[src/eelus_pkg.sv]
package eelus_pkg;

  localparam int          ADDR_W         = 7;
  localparam int          DATA_W         = 8;
  localparam int          BITS_W         = 8;
  localparam int          STAGE_N        = 3;
  localparam int          UV_CNT_W       = 20;

  // register offsets
  localparam logic [6:0]  OFF_MAIN_STATUS = 7'h03;
  localparam logic [6:0]  OFF_SYS_EN      = 7'h04;
  localparam logic [6:0]  OFF_GP_FIRST    = 7'h06;
  localparam logic [6:0]  OFF_GP_LAST     = 7'h09;
  localparam logic [6:0]  OFF_LOCK        = 7'h0A;
  localparam logic [6:0]  OFF_TRX_EN      = 7'h23;
  localparam logic [6:0]  OFF_WAKE_EN     = 7'h4C;
  localparam logic [6:0]  OFF_ID          = 7'h7E;

  // field positions
  localparam int          SYS_OTW_BIT    = 2;
  localparam int          SYS_SERIAL_FAIL_FLAG_BIT   = 1;
  localparam int          TRX_SIL_BIT    = 4;
  localparam int          TRX_FAIL_BIT   = 1;
  localparam int          TRX_WAKE_BIT   = 0;
  localparam int          WAKE_RISE_BIT  = 1;
  localparam int          WAKE_FALL_BIT  = 0;
  localparam int          FORCED_SLEEP_FLAG_BIT       = 7;

  // writable bits; everything else reads zero
  localparam logic [7:0]  SYS_EN_MASK    = 8'h06;
  localparam logic [7:0]  TRX_EN_MASK    = 8'h13;
  localparam logic [7:0]  WAKE_EN_MASK   = 8'h03;
  localparam logic [7:0]  LOCK_MASK      = 8'h7F;

  // reset values
  localparam logic [7:0]  SYS_EN_RST     = 8'h00;
  localparam logic [7:0]  TRX_EN_RST     = 8'h00;
  localparam logic [7:0]  WAKE_EN_RST    = 8'h00;
  localparam logic [7:0]  LOCK_RST       = 8'h00;
  localparam logic [7:0]  GP_RST         = 8'h00;
  localparam logic [7:0]  ZERO_BYTE      = 8'h00;

  // lock areas, index = lock bit
  localparam logic [6:0]  LOCK_LO [7] = '{7'h06, 7'h10, 7'h20, 7'h30,
                                          7'h40, 7'h50, 7'h68};
  localparam logic [6:0]  LOCK_HI [7] = '{7'h09, 7'h1F, 7'h2F, 7'h3F,
                                          7'h4F, 7'h5F, 7'h6F};

  // legal write frame lengths in bits
  localparam logic [7:0]  FRAME_BITS_2B  = 8'h10;
  localparam logic [7:0]  FRAME_BITS_3B  = 8'h18;
  localparam logic [7:0]  FRAME_BITS_4B  = 8'h20;

  // timing
  localparam int          CLK_PERIOD_NS  = 4;
  localparam int          UV_DELAY_NS    = 1000000;
  localparam int          UV_DELAY_CYC   =
    (UV_DELAY_NS + CLK_PERIOD_NS - 1) / CLK_PERIOD_NS;

  // identification code, value arbitrary
  localparam logic [7:0]  PART_ID_DEFAULT = 8'h5A;

  function automatic logic eelus_locked(input logic [6:0] addr,
                                        input logic [7:0] lock);
    logic hit;
    hit = 1'b0;
    for (int i = 0; i < 7; i++) begin
      if (lock[i] && addr >= LOCK_LO[i] && addr <= LOCK_HI[i]) begin
        hit = 1'b1;
      end
    end
    return hit;
  endfunction : eelus_locked

endpackage : eelus_pkg

[src/eelus_uv_if.sv]
`timescale 1ns/1ps
interface eelus_uv_if;
  logic uv_core;
  logic uv_interface;
  logic trip;

  modport filter (
    input  uv_core,
    input  uv_interface,
    output trip
  );

  modport ctrl (
    output uv_core,
    output uv_interface,
    input  trip
  );
endinterface : eelus_uv_if

[src/eelus_regs.sv]
`timescale 1ns/1ps
// Summary of operation
// - bit 2 of 0x04 enables overtemperature capture
// - bit 1 of 0x04 enables serial-fail detection
// - bit 4 of 0x23 enables bus-silence detection
// - bit 1 of 0x23 enables bus-failure capture
// - bit 0 of 0x23 enables bus wake-up
// - bit 1 of 0x4C enables wake rising edge
// - bit 0 of 0x4C enables wake falling edge
// - read-only variant id byte at 0x7E
// - lock bits at 0x0A block serial writes
// - bits 6,5,4 guard 68-6F, 50-5F, 40-4F
// - bits 3..0 guard 30-3F, 20-2F, 10-1F, 06-09
// - locks never block internal hardware updates
// - four user storage bytes at 0x06-0x09
// - lasting supply undervoltage forces sleep
// - clear captured events before forced sleep
// - forced sleep enables bus and wake-pin wake
// - forced sleep disables selective wake
// - selective_wake_disable pulses with event_clear_all
// - forced sleep sets flag, host restores settings
// - status bits clear on write one
// - bad-length write aborted, serial fail captured
module eelus_regs #(
  parameter logic [7:0]                     PART_ID =
    eelus_pkg::PART_ID_DEFAULT,
  parameter logic [eelus_pkg::UV_CNT_W-1:0] UV_DELAY_CYCLES =
    eelus_pkg::UV_CNT_W'(eelus_pkg::UV_DELAY_CYC)
) (
  input  wire logic        clk,
  input  wire logic        rstn,
  input  wire logic        wr_valid,
  input  wire logic [6:0]  wr_addr,
  input  wire logic [7:0]  wr_data,
  input  wire logic        frame_end,
  input  wire logic        frame_write,
  input  wire logic [7:0]  frame_bits,
  input  wire logic [6:0]  rd_addr,
  output logic      [7:0]  rd_data,
  input  wire logic        uv_core,
  input  wire logic        uv_interface,
  output logic             overtemp_warn_capture_en,
  output logic             serial_fail_capture_en,
  output logic             bus_silence_capture_en,
  output logic             bus_failure_capture_en,
  output logic             bus_wakeup_capture_en,
  output logic             wake_rise_capture_en,
  output logic             wake_fall_capture_en,
  output logic      [6:0]  write_lock,
  output logic             serial_fail_flag_set,
  output logic             event_clear_all,
  output logic             selective_wake_disable,
  output logic             force_sleep,
  output logic             forced_sleep_flag
);

  logic [7:0]  system_event_enable;
  logic [7:0]  transceiver_event_enable;
  logic [7:0]  wake_input_edge_enable;
  logic [7:0]  write_lock_control;
  logic [7:0]  user_storage_bytes [4];

  localparam int STAGE_LEN = eelus_pkg::STAGE_N;

  logic [6:0]  stage_addr [STAGE_LEN];
  logic [7:0]  stage_data [STAGE_LEN];
  logic [1:0]  stage_cnt;

  logic        len_ok;
  logic        commit;
  logic        bad_write;
  logic        uv_trip;
  logic        sleep_pending;

  eelus_uv_if uv_bus ();

  assign uv_bus.uv_core      = uv_core;
  assign uv_bus.uv_interface = uv_interface;
  assign uv_trip             = uv_bus.trip;

  eelus_uv_filter #(
    .DELAY_CYCLES (UV_DELAY_CYCLES)
  ) u_uv_filter (
    .clk  (clk),
    .rstn (rstn),
    .uv   (uv_bus.filter)
  );

  // bytes of a frame wait here until its length is known
  always_ff @(posedge clk or negedge rstn) begin
    if (!rstn) begin
      stage_cnt <= 2'h0;
      for (int i = 0; i < STAGE_LEN; i++) begin
        stage_addr[i] <= 7'h00;
        stage_data[i] <= eelus_pkg::ZERO_BYTE;
      end
    end else if (frame_end) begin
      stage_cnt <= 2'h0;
    end else if (wr_valid && stage_cnt < 2'(STAGE_LEN)) begin
      stage_addr[stage_cnt] <= wr_addr;
      stage_data[stage_cnt] <= wr_data;
      stage_cnt             <= stage_cnt + 2'h1;
    end
  end

  assign len_ok = (frame_bits == eelus_pkg::FRAME_BITS_2B) ||
                  (frame_bits == eelus_pkg::FRAME_BITS_3B) ||
                  (frame_bits == eelus_pkg::FRAME_BITS_4B);
  assign commit    = frame_end && frame_write && len_ok;
  assign bad_write = frame_end && frame_write && !len_ok;

  // one staged byte lands on a register when unlocked
  function automatic logic hit(input int i, input logic [6:0] off);
    return commit && (2'(i) < stage_cnt) && (stage_addr[i] == off) &&
           !eelus_pkg::eelus_locked(off, write_lock_control);
  endfunction : hit

  // lock byte sits outside every area, so it is never self-locked
  always_ff @(posedge clk or negedge rstn) begin
    if (!rstn) begin
      write_lock_control <= eelus_pkg::LOCK_RST;
    end else begin
      for (int i = 0; i < STAGE_LEN; i++) begin
        if (hit(i, eelus_pkg::OFF_LOCK)) begin
          write_lock_control <= stage_data[i] & eelus_pkg::LOCK_MASK;
        end
      end
    end
  end

  // areas per lock bit: 6..4 then 3..0
  always_ff @(posedge clk or negedge rstn) begin
    if (!rstn) begin
      write_lock <= 7'h00;
    end else begin
      write_lock <= write_lock_control[6:0];
    end
  end

  always_ff @(posedge clk or negedge rstn) begin
    if (!rstn) begin
      system_event_enable <= eelus_pkg::SYS_EN_RST;
    end else begin
      for (int i = 0; i < STAGE_LEN; i++) begin
        if (hit(i, eelus_pkg::OFF_SYS_EN)) begin
          system_event_enable <=
            stage_data[i] & eelus_pkg::SYS_EN_MASK;
        end
      end
    end
  end

  // hardware sets after the loop win over a same-cycle write
  always_ff @(posedge clk or negedge rstn) begin
    if (!rstn) begin
      transceiver_event_enable <= eelus_pkg::TRX_EN_RST;
    end else begin
      for (int i = 0; i < STAGE_LEN; i++) begin
        if (hit(i, eelus_pkg::OFF_TRX_EN)) begin
          transceiver_event_enable <=
            stage_data[i] & eelus_pkg::TRX_EN_MASK;
        end
      end
      if (uv_trip) begin
        transceiver_event_enable[eelus_pkg::TRX_WAKE_BIT] <=
          1'b1;
      end
    end
  end

  always_ff @(posedge clk or negedge rstn) begin
    if (!rstn) begin
      wake_input_edge_enable <= eelus_pkg::WAKE_EN_RST;
    end else begin
      for (int i = 0; i < STAGE_LEN; i++) begin
        if (hit(i, eelus_pkg::OFF_WAKE_EN)) begin
          wake_input_edge_enable <=
            stage_data[i] & eelus_pkg::WAKE_EN_MASK;
        end
      end
      if (uv_trip) begin
        wake_input_edge_enable[eelus_pkg::WAKE_RISE_BIT] <= 1'b1;
        wake_input_edge_enable[eelus_pkg::WAKE_FALL_BIT] <= 1'b1;
      end
    end
  end

  generate
    for (genvar g = 0; g < 4; g++) begin : g_user
      always_ff @(posedge clk or negedge rstn) begin
        if (!rstn) begin
          user_storage_bytes[g] <= eelus_pkg::GP_RST;
        end else begin
          for (int i = 0; i < STAGE_LEN; i++) begin
            if (hit(i, eelus_pkg::OFF_GP_FIRST + 7'(g))) begin
              user_storage_bytes[g] <= stage_data[i];
            end
          end
        end
      end
    end
  endgenerate

  // enables go out through one flop from their register bits
  always_ff @(posedge clk or negedge rstn) begin
    if (!rstn) begin
      overtemp_warn_capture_en <= 1'b0;
    end else begin
      overtemp_warn_capture_en <=
        system_event_enable[eelus_pkg::SYS_OTW_BIT];
    end
  end

  always_ff @(posedge clk or negedge rstn) begin
    if (!rstn) begin
      serial_fail_capture_en <= 1'b0;
    end else begin
      serial_fail_capture_en <=
        system_event_enable[eelus_pkg::SYS_SERIAL_FAIL_FLAG_BIT];
    end
  end

  always_ff @(posedge clk or negedge rstn) begin
    if (!rstn) begin
      bus_silence_capture_en <= 1'b0;
    end else begin
      bus_silence_capture_en <=
        transceiver_event_enable[eelus_pkg::TRX_SIL_BIT];
    end
  end

  always_ff @(posedge clk or negedge rstn) begin
    if (!rstn) begin
      bus_failure_capture_en <= 1'b0;
    end else begin
      bus_failure_capture_en <=
        transceiver_event_enable[eelus_pkg::TRX_FAIL_BIT];
    end
  end

  always_ff @(posedge clk or negedge rstn) begin
    if (!rstn) begin
      bus_wakeup_capture_en <= 1'b0;
    end else begin
      bus_wakeup_capture_en <=
        transceiver_event_enable[eelus_pkg::TRX_WAKE_BIT];
    end
  end

  always_ff @(posedge clk or negedge rstn) begin
    if (!rstn) begin
      wake_rise_capture_en <= 1'b0;
    end else begin
      wake_rise_capture_en <=
        wake_input_edge_enable[eelus_pkg::WAKE_RISE_BIT];
    end
  end

  always_ff @(posedge clk or negedge rstn) begin
    if (!rstn) begin
      wake_fall_capture_en <= 1'b0;
    end else begin
      wake_fall_capture_en <=
        wake_input_edge_enable[eelus_pkg::WAKE_FALL_BIT];
    end
  end

  // aborted write: nothing commits, flag only when enabled
  always_ff @(posedge clk or negedge rstn) begin
    if (!rstn) begin
      serial_fail_flag_set <= 1'b0;
    end else begin
      serial_fail_flag_set <= bad_write &&
        system_event_enable[eelus_pkg::SYS_SERIAL_FAIL_FLAG_BIT];
    end
  end

  // clear strobes first, sleep request one cycle later
  always_ff @(posedge clk or negedge rstn) begin
    if (!rstn) begin
      event_clear_all <= 1'b0;
    end else begin
      event_clear_all <= uv_trip;
    end
  end

  always_ff @(posedge clk or negedge rstn) begin
    if (!rstn) begin
      selective_wake_disable <= 1'b0;
    end else begin
      selective_wake_disable <= uv_trip;
    end
  end

  always_ff @(posedge clk or negedge rstn) begin
    if (!rstn) begin
      sleep_pending <= 1'b0;
      force_sleep   <= 1'b0;
    end else begin
      sleep_pending <= uv_trip;
      force_sleep   <= sleep_pending;
    end
  end

  // write one clears; a trip in the same cycle wins
  always_ff @(posedge clk or negedge rstn) begin
    if (!rstn) begin
      forced_sleep_flag <= 1'b0;
    end else if (uv_trip) begin
      forced_sleep_flag <= 1'b1;
    end else begin
      for (int i = 0; i < STAGE_LEN; i++) begin
        if (hit(i, eelus_pkg::OFF_MAIN_STATUS) &&
            stage_data[i][eelus_pkg::FORCED_SLEEP_FLAG_BIT]) begin
          forced_sleep_flag <= 1'b0;
        end
      end
    end
  end

  // unmapped and reserved bits read zero
  always_ff @(posedge clk or negedge rstn) begin
    if (!rstn) begin
      rd_data <= eelus_pkg::ZERO_BYTE;
    end else begin
      rd_data <= eelus_pkg::ZERO_BYTE;
      if (rd_addr == eelus_pkg::OFF_MAIN_STATUS) begin
        rd_data[eelus_pkg::FORCED_SLEEP_FLAG_BIT] <= forced_sleep_flag;
      end else if (rd_addr == eelus_pkg::OFF_SYS_EN) begin
        rd_data <= system_event_enable;
      end else if (rd_addr >= eelus_pkg::OFF_GP_FIRST &&
                   rd_addr <= eelus_pkg::OFF_GP_LAST) begin
        rd_data <= user_storage_bytes[2'(rd_addr -
                                         eelus_pkg::OFF_GP_FIRST)];
      end else if (rd_addr == eelus_pkg::OFF_LOCK) begin
        rd_data <= write_lock_control;
      end else if (rd_addr == eelus_pkg::OFF_TRX_EN) begin
        rd_data <= transceiver_event_enable;
      end else if (rd_addr == eelus_pkg::OFF_WAKE_EN) begin
        rd_data <= wake_input_edge_enable;
      end else if (rd_addr == eelus_pkg::OFF_ID) begin
        rd_data <= PART_ID;
      end
    end
  end

endmodule : eelus_regs

[src/eelus_uv_filter.sv]
`timescale 1ns/1ps
module eelus_uv_filter #(
  parameter logic [eelus_pkg::UV_CNT_W-1:0] DELAY_CYCLES =
    eelus_pkg::UV_CNT_W'(eelus_pkg::UV_DELAY_CYC)
) (
  input  wire logic  clk,
  input  wire logic  rstn,
  eelus_uv_if.filter uv
);

  logic [1:0]                        sync_core;
  logic [1:0]                        sync_io;
  logic                              uv_any;
  logic                              armed;
  logic [eelus_pkg::UV_CNT_W-1:0]    cnt;

  // pins come from the analog side, two flops each
  always_ff @(posedge clk or negedge rstn) begin
    if (!rstn) begin
      sync_core <= 2'h0;
      sync_io   <= 2'h0;
    end else begin
      sync_core <= {sync_core[0], uv.uv_core};
      sync_io   <= {sync_io[0], uv.uv_interface};
    end
  end

  assign uv_any = sync_core[1] | sync_io[1];

  // trip only once the level has outlasted the delay
  always_ff @(posedge clk or negedge rstn) begin
    if (!rstn) begin
      cnt   <= '0;
      armed <= 1'b1;
      uv.trip <= 1'b0;
    end else begin
      uv.trip <= 1'b0;
      if (!uv_any) begin
        cnt   <= '0;
        armed <= 1'b1;
      end else if (cnt < DELAY_CYCLES) begin
        cnt <= cnt + 1'b1;
      end else if (armed) begin
        uv.trip <= 1'b1;
        armed   <= 1'b0;
      end
    end
  end

endmodule : eelus_uv_filter

[config.mk]
export PLATFORM = sky130hd
export DESIGN_NAME = eelus_regs
export DESIGN_NICKNAME = d
export VERILOG_FILES = /design/src/eelus_pkg.sv /design/src/eelus_uv_if.sv /design/src/eelus_regs.sv /design/src/eelus_uv_filter.sv
export SDC_FILE = /design/constraint.sdc
export NUM_CORES = 1
export LEC_CHECK = 0
export BUFFER_PORTS_ARGS = -buffer_cell sky130_fd_sc_hd__buf_2
export CORE_UTILIZATION = 33
export CTS_CLUSTER_DIAMETER = 50
export DETAILED_ROUTE_END_ITERATION = 10
export HOLD_SLACK_MARGIN = 0.08
export SYNTH_ARGS = -nofsm -noshare
export SYNTH_HDL_FRONTEND = slang
export SYNTH_SLANG_ARGS = --single-unit
[constraint.sdc]
create_clock -name clk -period 3.17 [get_ports clk]
set_clock_uncertainty 0.1 [all_clocks]
set_input_delay 0.634 -clock clk [delete_from_list [all_inputs] [get_ports clk]]
set_output_delay 0.634 -clock clk [all_outputs]
set_load 0.01 [all_outputs]
==> results.ini, run 1 <==
[power_and_ir_drop]
powerDensity_nw_per_um2=583
p_leak_nw=4.17
vdd_ir_drop_max_uv=331
total_power_w=0.00516

[final_layout]
area.sequential_sq_um=3630
count_of_fill_cells_added_during_filler_insertion=2121
drive_above_1_share_pct=31.7
layout.cells.most_common=dfrtp_1
multiInputGateArea_sq_um=3750
area_delta_synth_final_pct=17.4
commonest_non_fill_non_tap_cells_in_the_layout=dfrtp_1 (144), mux2_2 (88), nand2_1 (69), buf_2 (62), mux2i_1 (47)
finalInstanceArea_sq_um=8840
layout.nets=777

[run]
max_cap_violations=0

[die]
design.die.area_sq_um=23400
pin_count=64
start_util_pct=34.1
floorplan.die.height_microns=153
core_region_area_sq_um=22100
placement_rows=54
die_w_microns=153

[critical_path]
crit_path_end_kind=flip-flop
criticalPathCategory=reg -> reg
path_delay_family=simple AND/OR/NAND/NOR gates
critical_path.cell_chain=inv_1 -> ha_1 -> or4_4 -> nor3_1 -> nand3_1 -> mux2_2 -> mux2i_1 -> o21ai_0
worst_setup_path_start_kind=flip-flop
worst_ep_required_time_ps=3360
crit_slowest_cell=or4_4
critical_path_arrival_ps=3010
critical_path_peak_fanout=8
cp_slowest_stage_delay_ps=570
worstPathBufferInverterCount=1

[global_route]
grt_start_max_net_pins=67
vias_in_the_first_global_route=5222
global_route_wire_length_before_repair_microns=30000
gr-usage-all-layers_pct=16.5
grt.overflow.total=0
antenna_found_initial=4

[clock_network]
worst_skew_pair.late_latency_ps=420
tritoncts=done
cts_num_sinks=145
holdBufCountCts=0
cts_inserted_buffers=17
cts_resized=0
buffer_type_at_the_clock_tree_root=clkbuf_16
cts.repair_timing.setup_buffer_count=0
cts_max_path_buffers=2
clk_transition_reported_paths_ps=60
cts-htree-levels=4

[synthesis]
post_synth_num_cell_types=70
synth_net_count=700
synth_edf_count=0
yosys_register_bits=145
seq_area_frac_synth_pct=48.2
synthesis.area_sq_um=7530
share_of_flip_flops_with_an_asynchronous_set_or_reset_pct=100
synthesis.yosys.warnings=0
synth_flop_cell=dfrtp_1
synthesis.area_per_instance_sq_um=11.4
synthesis.instances=658

[run_status]
status=finished, final reports clean

[routing]
postRouteAntennaNets=0
wire_per_inst_microns=17.7
dr_total_vias=5335
wirelength_microns=18200
drc=0
drt_first_iter_violations=419
route.detailed.vias_per_inst=5.19
firstDrtPassIters=5

[timing]
drv_slew=0
grt_setup_unrepaired=false
hold_viol_final=0
fin_crit_ps=2820
timing.max_slew.rel_slack_pct=56.0
max_slew.worst_pin.slew_ps=660
achievable_clock_frequency_mhz=355
setup_viol=0
timing.final.crit_share_pct=88.9
setup-tns-final_ps=0

[place]
placed_cell_areas_sq_um=8260
gp_congestion=0.890
place.port_buffers=63
hpwl_microns=13400

[min_path]
holdCritPathClass=in -> async

-- per-stage QoR --
step | hold WS (ps) | std cells | util, % | setup WS (ps)
after CTS | 141 | 1027 | 40.0 | 351
after detailed placement | 256 | 996 | 37.4 | 348
after global placement | 249 | 996 | 37.4 | 348
after global routing | 162 | 1027 | 40.0 | 149
final | 121 | 1028 | 40.0 | 352
after floorplan | 231 | 658 | - | 709
-- synth_stat cells, drive strengths merged (6+ instances only) --
cell | number | area, sq um
dfrtp | 144 | 3600
or3 | 6 | 42.5
nor2b | 9 | 56.3
mux4 | 8 | 180
mux2i | 47 | 470
nor2 | 43 | 164
buf | 14 | 75.1
and3 | 11 | 68.8
nor3 | 10 | 61.3
o21ai | 47 | 235
nand2 | 69 | 259
nand3 | 19 | 100
mux2 | 88 | 991
clkbuf | 13 | 48.8
nand4 | 9 | 71.3
inv | 7 | 26.3
nor4 | 14 | 166
xor2 | 14 | 123
-- final cells by class --
| type | count | area share, % |
|---|---|---|
| clock buffers | 19 | 5.01 |
| clock inverters | 12 | 1.54 |
| repair buffers | 85 | 5.65 |
| diodes | 1 | 0.0283 |
| flip-flops and latches | 145 | 41.1 |
| well taps | 280 | 3.96 |
| inverters | 7 | 0.297 |
| multi-input cells | 479 | 42.5 |
-- metal layers --
layer | global-route usage [%] | up-vias | wire length, microns
met1 | 23.0 | 2622 | 8780
met3 | 4.08 | 18 | 874
met2 | 25.2 | 121 | 8330
met5 | 0 | - | 25
met4 | 5.05 | 4 | 165
li1 | - | 2570 | -
-- state kept, by name, indices dropped and copies added (netlist names), 2 cells and up --
signal	count
stage_cnt	2
u_uv_filter.cnt	20
transceiver_event_enable	3
system_event_enable	2
rd_data	8
u_uv_filter.sync_io	2
wake_input_edge_enable	2
write_lock_control	7
write_lock	7
stage_addr	21
stage_data	24
user_storage_bytes	32
u_uv_filter.sync_core	2
-- power by group --
part	total, W	leakage (nW)	internal, W	switching (W)
clock	0.00198	0.264	0.00118	0.000805
combinational	0.000669	2.00	0.000352	0.000317
sequential	0.00251	1.90	0.00207	0.000433
-- logic make-up (layout without fill, tap and decap cells) --
logic type      Yosys count  after routing  share of synthesized area, %
simple gates            231            231                          17.8
flops                   145            145                          48.2
mux                     143            143                          21.8
compound gates           84             84                          7.52
buf+inv                  34            123                          1.99
xor+xnor                 16             16                          1.86
fa+ha+maj                 5              5                         0.830
other cells               0              1                             0
-- worst paths after layout --
| kind | end | slack (ps) | start | cells past startpoint |
|---|---|---|---|---|
| setup / recovery | user_storage_bytes[22] | 350 | stage_cnt[1] | 8 |
| hold / removal | stage_addr[16] | 120 | rstn | 1 |
| setup reg to reg | user_storage_bytes[22] | 350 | stage_cnt[1] | 8 |
| hold reg to reg | u_uv_filter.sync_core[1] | 260 | u_uv_filter.sync_core[0] | 0 |
| max in group asynchronous | write_lock[1] | 2120 | rstn | 2 |
| min in group clk | u_uv_filter.sync_core[0] | 220 | uv_core | 1 |
Note: power is estimated with default switching activity, not from simulation.
==> run 2: changes to the inputs <==
--- a/config.mk
+++ b/config.mk
@@ -10,6 +10,7 @@
 export CTS_CLUSTER_DIAMETER = 50
 export DETAILED_ROUTE_END_ITERATION = 10
 export HOLD_SLACK_MARGIN = 0.08
+export PLACE_DENSITY = 0.48
 export SYNTH_ARGS = -nofsm -noshare
 export SYNTH_HDL_FRONTEND = slang
 export SYNTH_SLANG_ARGS = --single-unit
==> results.ini, run 2 (same netlist as run 1, synthesis figures left out) <==
[run_status]
status=finished, final reports clean

[critical_path]
critical_path_arrival_ps=2850
worst_r2r_path_depth=9
crit_slowest_cell=or4_4
worstPathBufferInverterCount=2
timing.critical_path.to=user_storage_bytes[20]
rrSetupSlack_ps=510
critical_path.cell_chain=inv_1 -> ha_1 -> or4_4 -> nor3_1 -> nand3_1 -> buf_4 -> mux2_2 -> mux2i_1 -> o21ai_0
worst_ep_required_time_ps=3360
path_delay_family=simple AND/OR/NAND/NOR gates
startpoint=stage_cnt[0]
cp_slowest_stage_delay_ps=550
r2r-end=user_storage_bytes[20]
logic_depth_of_the_worst_setup_path_including_buffers=9
criticalPathCategory=reg -> reg
reg2reg_from=stage_cnt[0]
crit_path_end_kind=flip-flop
critical_path_peak_fanout=8
worst_setup_path_start_kind=flip-flop

[die]
design.die.area_sq_um=23400
placement_rows=54
pin_count=64
die_w_microns=153
core_region_area_sq_um=22100
floorplan.die.height_microns=153
start_util_pct=34.1

[clock_network]
cts-htree-levels=4
cts_max_path_buffers=2
cts.repair_timing.setup_buffer_count=0
holdBufCountCts=0
tritoncts=done
cts_num_sinks=145
worst_skew_pair.late_latency_ps=420
clk_transition_reported_paths_ps=60
cts_inserted_buffers=17
buffer_type_at_the_clock_tree_root=clkbuf_16
cts_resized=0

[final_layout]
biggestRegsByFlops=user_storage_bytes (32), stage_data (24), stage_addr (21)
drive_above_1_share_pct=32.0
area.sequential_sq_um=3630
largest_register_ff_count=32
commonest_non_fill_non_tap_cells_in_the_layout=dfrtp_1 (144), mux2_2 (88), nand2_1 (69), buf_2 (62), mux2i_1 (47)
layout.nets=780
multiInputGateArea_sq_um=3750
area_delta_synth_final_pct=17.9
final_core_util_pct=40.2
count_of_fill_cells_added_during_filler_insertion=2135
layout.cells.most_common=dfrtp_1
max_flop_register=user_storage_bytes

[power_and_ir_drop]
powerDensity_nw_per_um2=595
p_leak_nw=4.20
vdd_ir_drop_max_uv=307

[min_path]
holdCritPathClass=in -> async

[routing]
dr_total_vias=5565
drt_first_iter_violations=264
postRouteAntennaNets=0
firstDrtPassIters=5
drc=0
wirelength_microns=20700
route.detailed.vias_per_inst=5.39
wire_per_inst_microns=20.0

[global_route]
grt.overflow.total=0
vias_in_the_first_global_route=5663
gr-usage-all-layers_pct=18.5
grt_start_max_net_pins=56
global_route_wire_length_before_repair_microns=33100
antenna_found_initial=3

[timing]
hold_viol_final=0
drv_slew=0
max_slew.worst_pin.slew_ps=570
timing.max_slew.rel_slack_pct=61.7
grt_setup_unrepaired=false
setup_viol=0
fin_crit_ps=2660
timing.final.crit_share_pct=83.8
achievable_clock_frequency_mhz=376
setup-tns-final_ps=0

[place]
hpwl_microns=15300
place.port_buffers=63
gp_congestion=0.947

[run]
max_cap_violations=0

[run 2: cell type report]
type                       count  area share, %
timing repair buffer          88           5.88
multi-input combinational    479           42.3
antenna                        2         0.0564
inverter                       7          0.296
clock inverter                13           1.83
clock buffer                  18           4.83
tap                          280           3.95
sequential                   145           40.9
[run 2: worst register-to-register path, stage by stage (launching register included)]
cell and delay [ps]:
dfrtp_1 410, inv_1 80, ha_1 220, or4_4 550
nor3_1 330, nand3_1 130, buf_4 210, mux2_2 280
mux2i_1 120, o21ai_0 90
[run 2: worst min-delay path by stage]
stage | cells after the start | startpoint | slack [ps] | endpoint
5_1_grt | 1 | rstn | 100 | wake_input_edge_enable[0]
3_3_place_gp | 0 | u_uv_filter.sync_io[0] | 230 | u_uv_filter.sync_io[1]
3_5_place_dp | 0 | u_uv_filter.sync_io[0] | 250 | u_uv_filter.sync_io[1]
6_report | 1 | rstn | 70 | wake_input_edge_enable[0]
4_1_cts | 1 | rstn | 90 | wake_input_edge_enable[0]
2_1_floorplan | 0 | u_uv_filter.sync_core[0] | 230 | u_uv_filter.sync_core[1]
[run 2: stage by stage]
| step | setup WS [ps] | instance area [sq um] | hold WS, ps | instances | power [W] |
|---|---|---|---|---|---|
| finish | 513 | 8880 | 66.9 | 1032 | 0.00528 |
| global route | 354 | 8870 | 101 | 1030 | 0.00554 |
| CTS | 528 | 8870 | 88.1 | 1030 | 0.00532 |
| detailed placement | 311 | 8280 | 247 | 999 | 0.00326 |
| global placement | 272 | 8280 | 234 | 999 | 0.00323 |
| floorplan | 709 | 7530 | 231 | 658 | 0.00288 |
[run 2: power breakdown]
group          internal (W)  total, W  switching (W)
sequential          0.00207   0.00256       0.000482
clock               0.00124   0.00204       0.000809
combinational      0.000353  0.000683       0.000330
[run 2: routing by layer]
metal | wire length, microns | vias to the layer above | GRT usage [%]
met5 | 0 | - | 0
met4 | 247 | 0 | 6.11
met3 | 1050 | 22 | 4.45
met2 | 9520 | 152 | 28.5
met1 | 9870 | 2826 | 25.5
li1 | - | 2565 | -
==> run 3: changes to the inputs <==
--- a/config.mk
+++ b/config.mk
@@ -5,12 +5,13 @@
 export SDC_FILE = /design/constraint.sdc
 export NUM_CORES = 1
 export LEC_CHECK = 0
+export ABC_AREA = 1
 export BUFFER_PORTS_ARGS = -buffer_cell sky130_fd_sc_hd__buf_2
 export CORE_UTILIZATION = 33
 export CTS_CLUSTER_DIAMETER = 50
 export DETAILED_ROUTE_END_ITERATION = 10
 export HOLD_SLACK_MARGIN = 0.08
-export PLACE_DENSITY = 0.48
+export PLACE_DENSITY = 0.5
 export SYNTH_ARGS = -nofsm -noshare
 export SYNTH_HDL_FRONTEND = slang
 export SYNTH_SLANG_ARGS = --single-unit
==> constraint.sdc (replaced) <==
create_clock -name clk -period 2.4 [get_ports clk]
set_clock_uncertainty 0.1 [all_clocks]
set_input_delay 0.48 -clock clk [delete_from_list [all_inputs] [get_ports clk]]
set_output_delay 0.48 -clock clk [all_outputs]
set_load 0.01 [all_outputs]
==> results.ini, run 3 <==
[place]
gp_congestion=0.937
placed_cell_areas_sq_um=9170
dp.cells=1539
hpwl_microns=21900
place.port_buffers=63

[power_and_ir_drop]
powerDensity_nw_per_um2=754
p_leak_nw=5.09
total_power_w=0.00739
vdd_ir_drop_max_uv=344

[timing]
drv_slew=0
fin_crit_ps=2210
timing.final.crit_share_pct=92.1
hold_viol_final=0
setup-tns-final_ps=0
timing.hold.ws_ps=236
timing.max_slew.rel_slack_pct=64.9
max_slew.worst_pin.slew_ps=526
grt_setup_unrepaired=false
achievable_clock_frequency_mhz=452
setup_viol=0

[critical_path]
cp_slowest_stage_delay_ps=540
criticalPathCategory=reg -> reg
critical_path.cell_chain=inv_1 -> nor2_1 -> nand2_1 -> nor2_2 -> nand4_2 -> nand3_1 -> nand3_1 -> nand2_1
path_delay_family=simple AND/OR/NAND/NOR gates
crit_slowest_cell=dfrtp_1
crit_path_end_kind=flip-flop
worst_ep_required_time_ps=2670
worstPathBufferInverterCount=1
critical_path_arrival_ps=2480
rrSetupSlack_ps=190
critical_path_peak_fanout=17
worst_setup_path_start_kind=flip-flop

[final_layout]
area_delta_synth_final_pct=18.0
drive_above_1_share_pct=14.5
finalInstanceArea_sq_um=9810
largest_register_ff_count=32
biggestRegsByFlops=user_storage_bytes (32), stage_data (24), stage_addr (21)
commonest_non_fill_non_tap_cells_in_the_layout=nand2_1 (353), nand3_1 (151), dfrtp_1 (144), inv_1 (121), nor2_1 (95)
antennaDiodeCount=0
layout.cells.most_common=nand2_1
fin_cells=1574
layout.nets=1279
max_flop_register=user_storage_bytes
count_of_fill_cells_added_during_filler_insertion=2645

[routing]
wire_per_inst_microns=18.0
drc=0
drt_first_iter_violations=664
firstDrtPassIters=8
route.detailed.vias_per_inst=5.13
postRouteAntennaNets=0
dr_total_vias=8075
wirelength_microns=28400

[die]
design.die.area_sq_um=25800
placement_rows=57
start_util_pct=33.9
floorplan.die.height_microns=161
core_region_area_sq_um=24500
pin_count=64
die_w_microns=161

[synthesis]
synth_edf_count=0
yosys_register_bits=145
synthesis.area_per_instance_sq_um=7.26
post-synth-top-area-fraction_pct=43.3
synth.top_cells.by_area=dfrtp_1 (43%), nand2_1 (16%), nand3_1 (9.1%)
dominant_cell_by_count_in_the_synthesized_netlist=nand2_1
synthesis.instances=1146
synth_net_count=1188
post_synth_num_cell_types=46
seq_area_frac_synth_pct=43.6
synth_flop_cell=dfrtp_1
post_synth_most_frequent_cells=nand2_1 (353), nand3_1 (151), dfrtp_1 (144)
share_of_flip_flops_with_an_asynchronous_set_or_reset_pct=100
synthesis.yosys.warnings=0
synthesis.area_sq_um=8320
post-synth-top-area-cell=dfrtp_1

[global_route]
grt.overflow.total=0
grt_start_max_net_pins=45
gr-usage-all-layers_pct=23.0
antenna_found_initial=0
global_route_wire_length_before_repair_microns=45300
vias_in_the_first_global_route=7755

[clock_network]
cts_num_sinks=145
worst_skew_pair.late_latency_ps=430
buffer_type_at_the_clock_tree_root=clkbuf_16
clk_transition_reported_paths_ps=70
cts_max_path_buffers=2
tritoncts=done
cts_resized=0
cts_inserted_buffers=17
cts-htree-levels=4

[min_path]
holdCritPathClass=in -> reg

[run]
max_cap_violations=0

[run_status]
status=finished, final reports clean

-- run 3: cell type report --
class	count	area, sq um	share of cell area, %
Timing Repair Buffer	104	662	6.75
Clock buffer	17	425	4.34
Inverter	128	480	4.90
Multi-Input combinational cell	841	4020	40.9
Clock inverter	15	191	1.95
Tap cell	324	405	4.13
Sequential cell	145	3630	37.0
-- run 3: worst register-to-register path, cell delays in order (launching register included) --
cell	delay, ps
dfrtp_1	540
inv_1	70
nor2_1	160
nand2_1	110
nor2_2	180
nand4_2	440
nand3_1	340
nand3_1	130
nand2_1	80
-- run 3: worst paths after layout --
check                                             from                     end  cells past startpoint
worst max-delay path                     stage_addr[9]  user_storage_bytes[23]                      8
worst min-delay path                        wr_addr[1]           stage_addr[8]                      3
worst max register to register           stage_addr[9]  user_storage_bytes[23]                      8
worst min register to register  u_uv_filter.sync_io[0]  u_uv_filter.sync_io[1]                      0
max in group asynchronous                         rstn       u_uv_filter.armed                      3
min in group asynchronous                         rstn  user_storage_bytes[16]                      2
-- run 3: power breakdown --
part           switching (W)  internal (W)
clock network        0.00125       0.00159
logic               0.000948      0.000422
registers           0.000492       0.00269
total                0.00269       0.00471
-- run 3: per-stage QoR --
stage               util (%)  setup slack, ps
floorplan                  -              538
global placement        37.4              123
detailed placement      37.4              129
CTS                     40.0              204
global route            40.0             47.7
finish                  40.0              189
-- run 3: metal layers --
metal | global-route usage (%) | vias to the layer above | part of all wire [%] | routed length, microns
li1 | - | 3946 | - | -
met1 | 32.8 | 3781 | 47 | 13400
met2 | 34.9 | 307 | 44 | 12400
met3 | 3.85 | 41 | 6.3 | 1800
met4 | 8.28 | 0 | 2.7 | 770
met5 | 0 | - | 0 | 0
-- run 3: what timing repair did --
| item | 4_1_cts | 5_1_grt |
|---|---|---|
| endpoints found under the hold margin | 40 | 0 |
| buffers inserted | 0 | 0 |
| hold buffers | 3 | 0 |
-- run 3: kinds of logic (layout without fill, tap and decap cells) --
kind of cell | after synthesis | in the layout | share of synthesized area [%]
AOI/OAI and AO/OA | 111 | 111 | 7.45
DFF | 145 | 145 | 43.6
buffers and inverters | 160 | 264 | 8.05
adders and majority gates | 5 | 5 | 0.752
and+or+nand+nor | 720 | 720 | 39.6
xor gates and xnor gates | 5 | 5 | 0.527
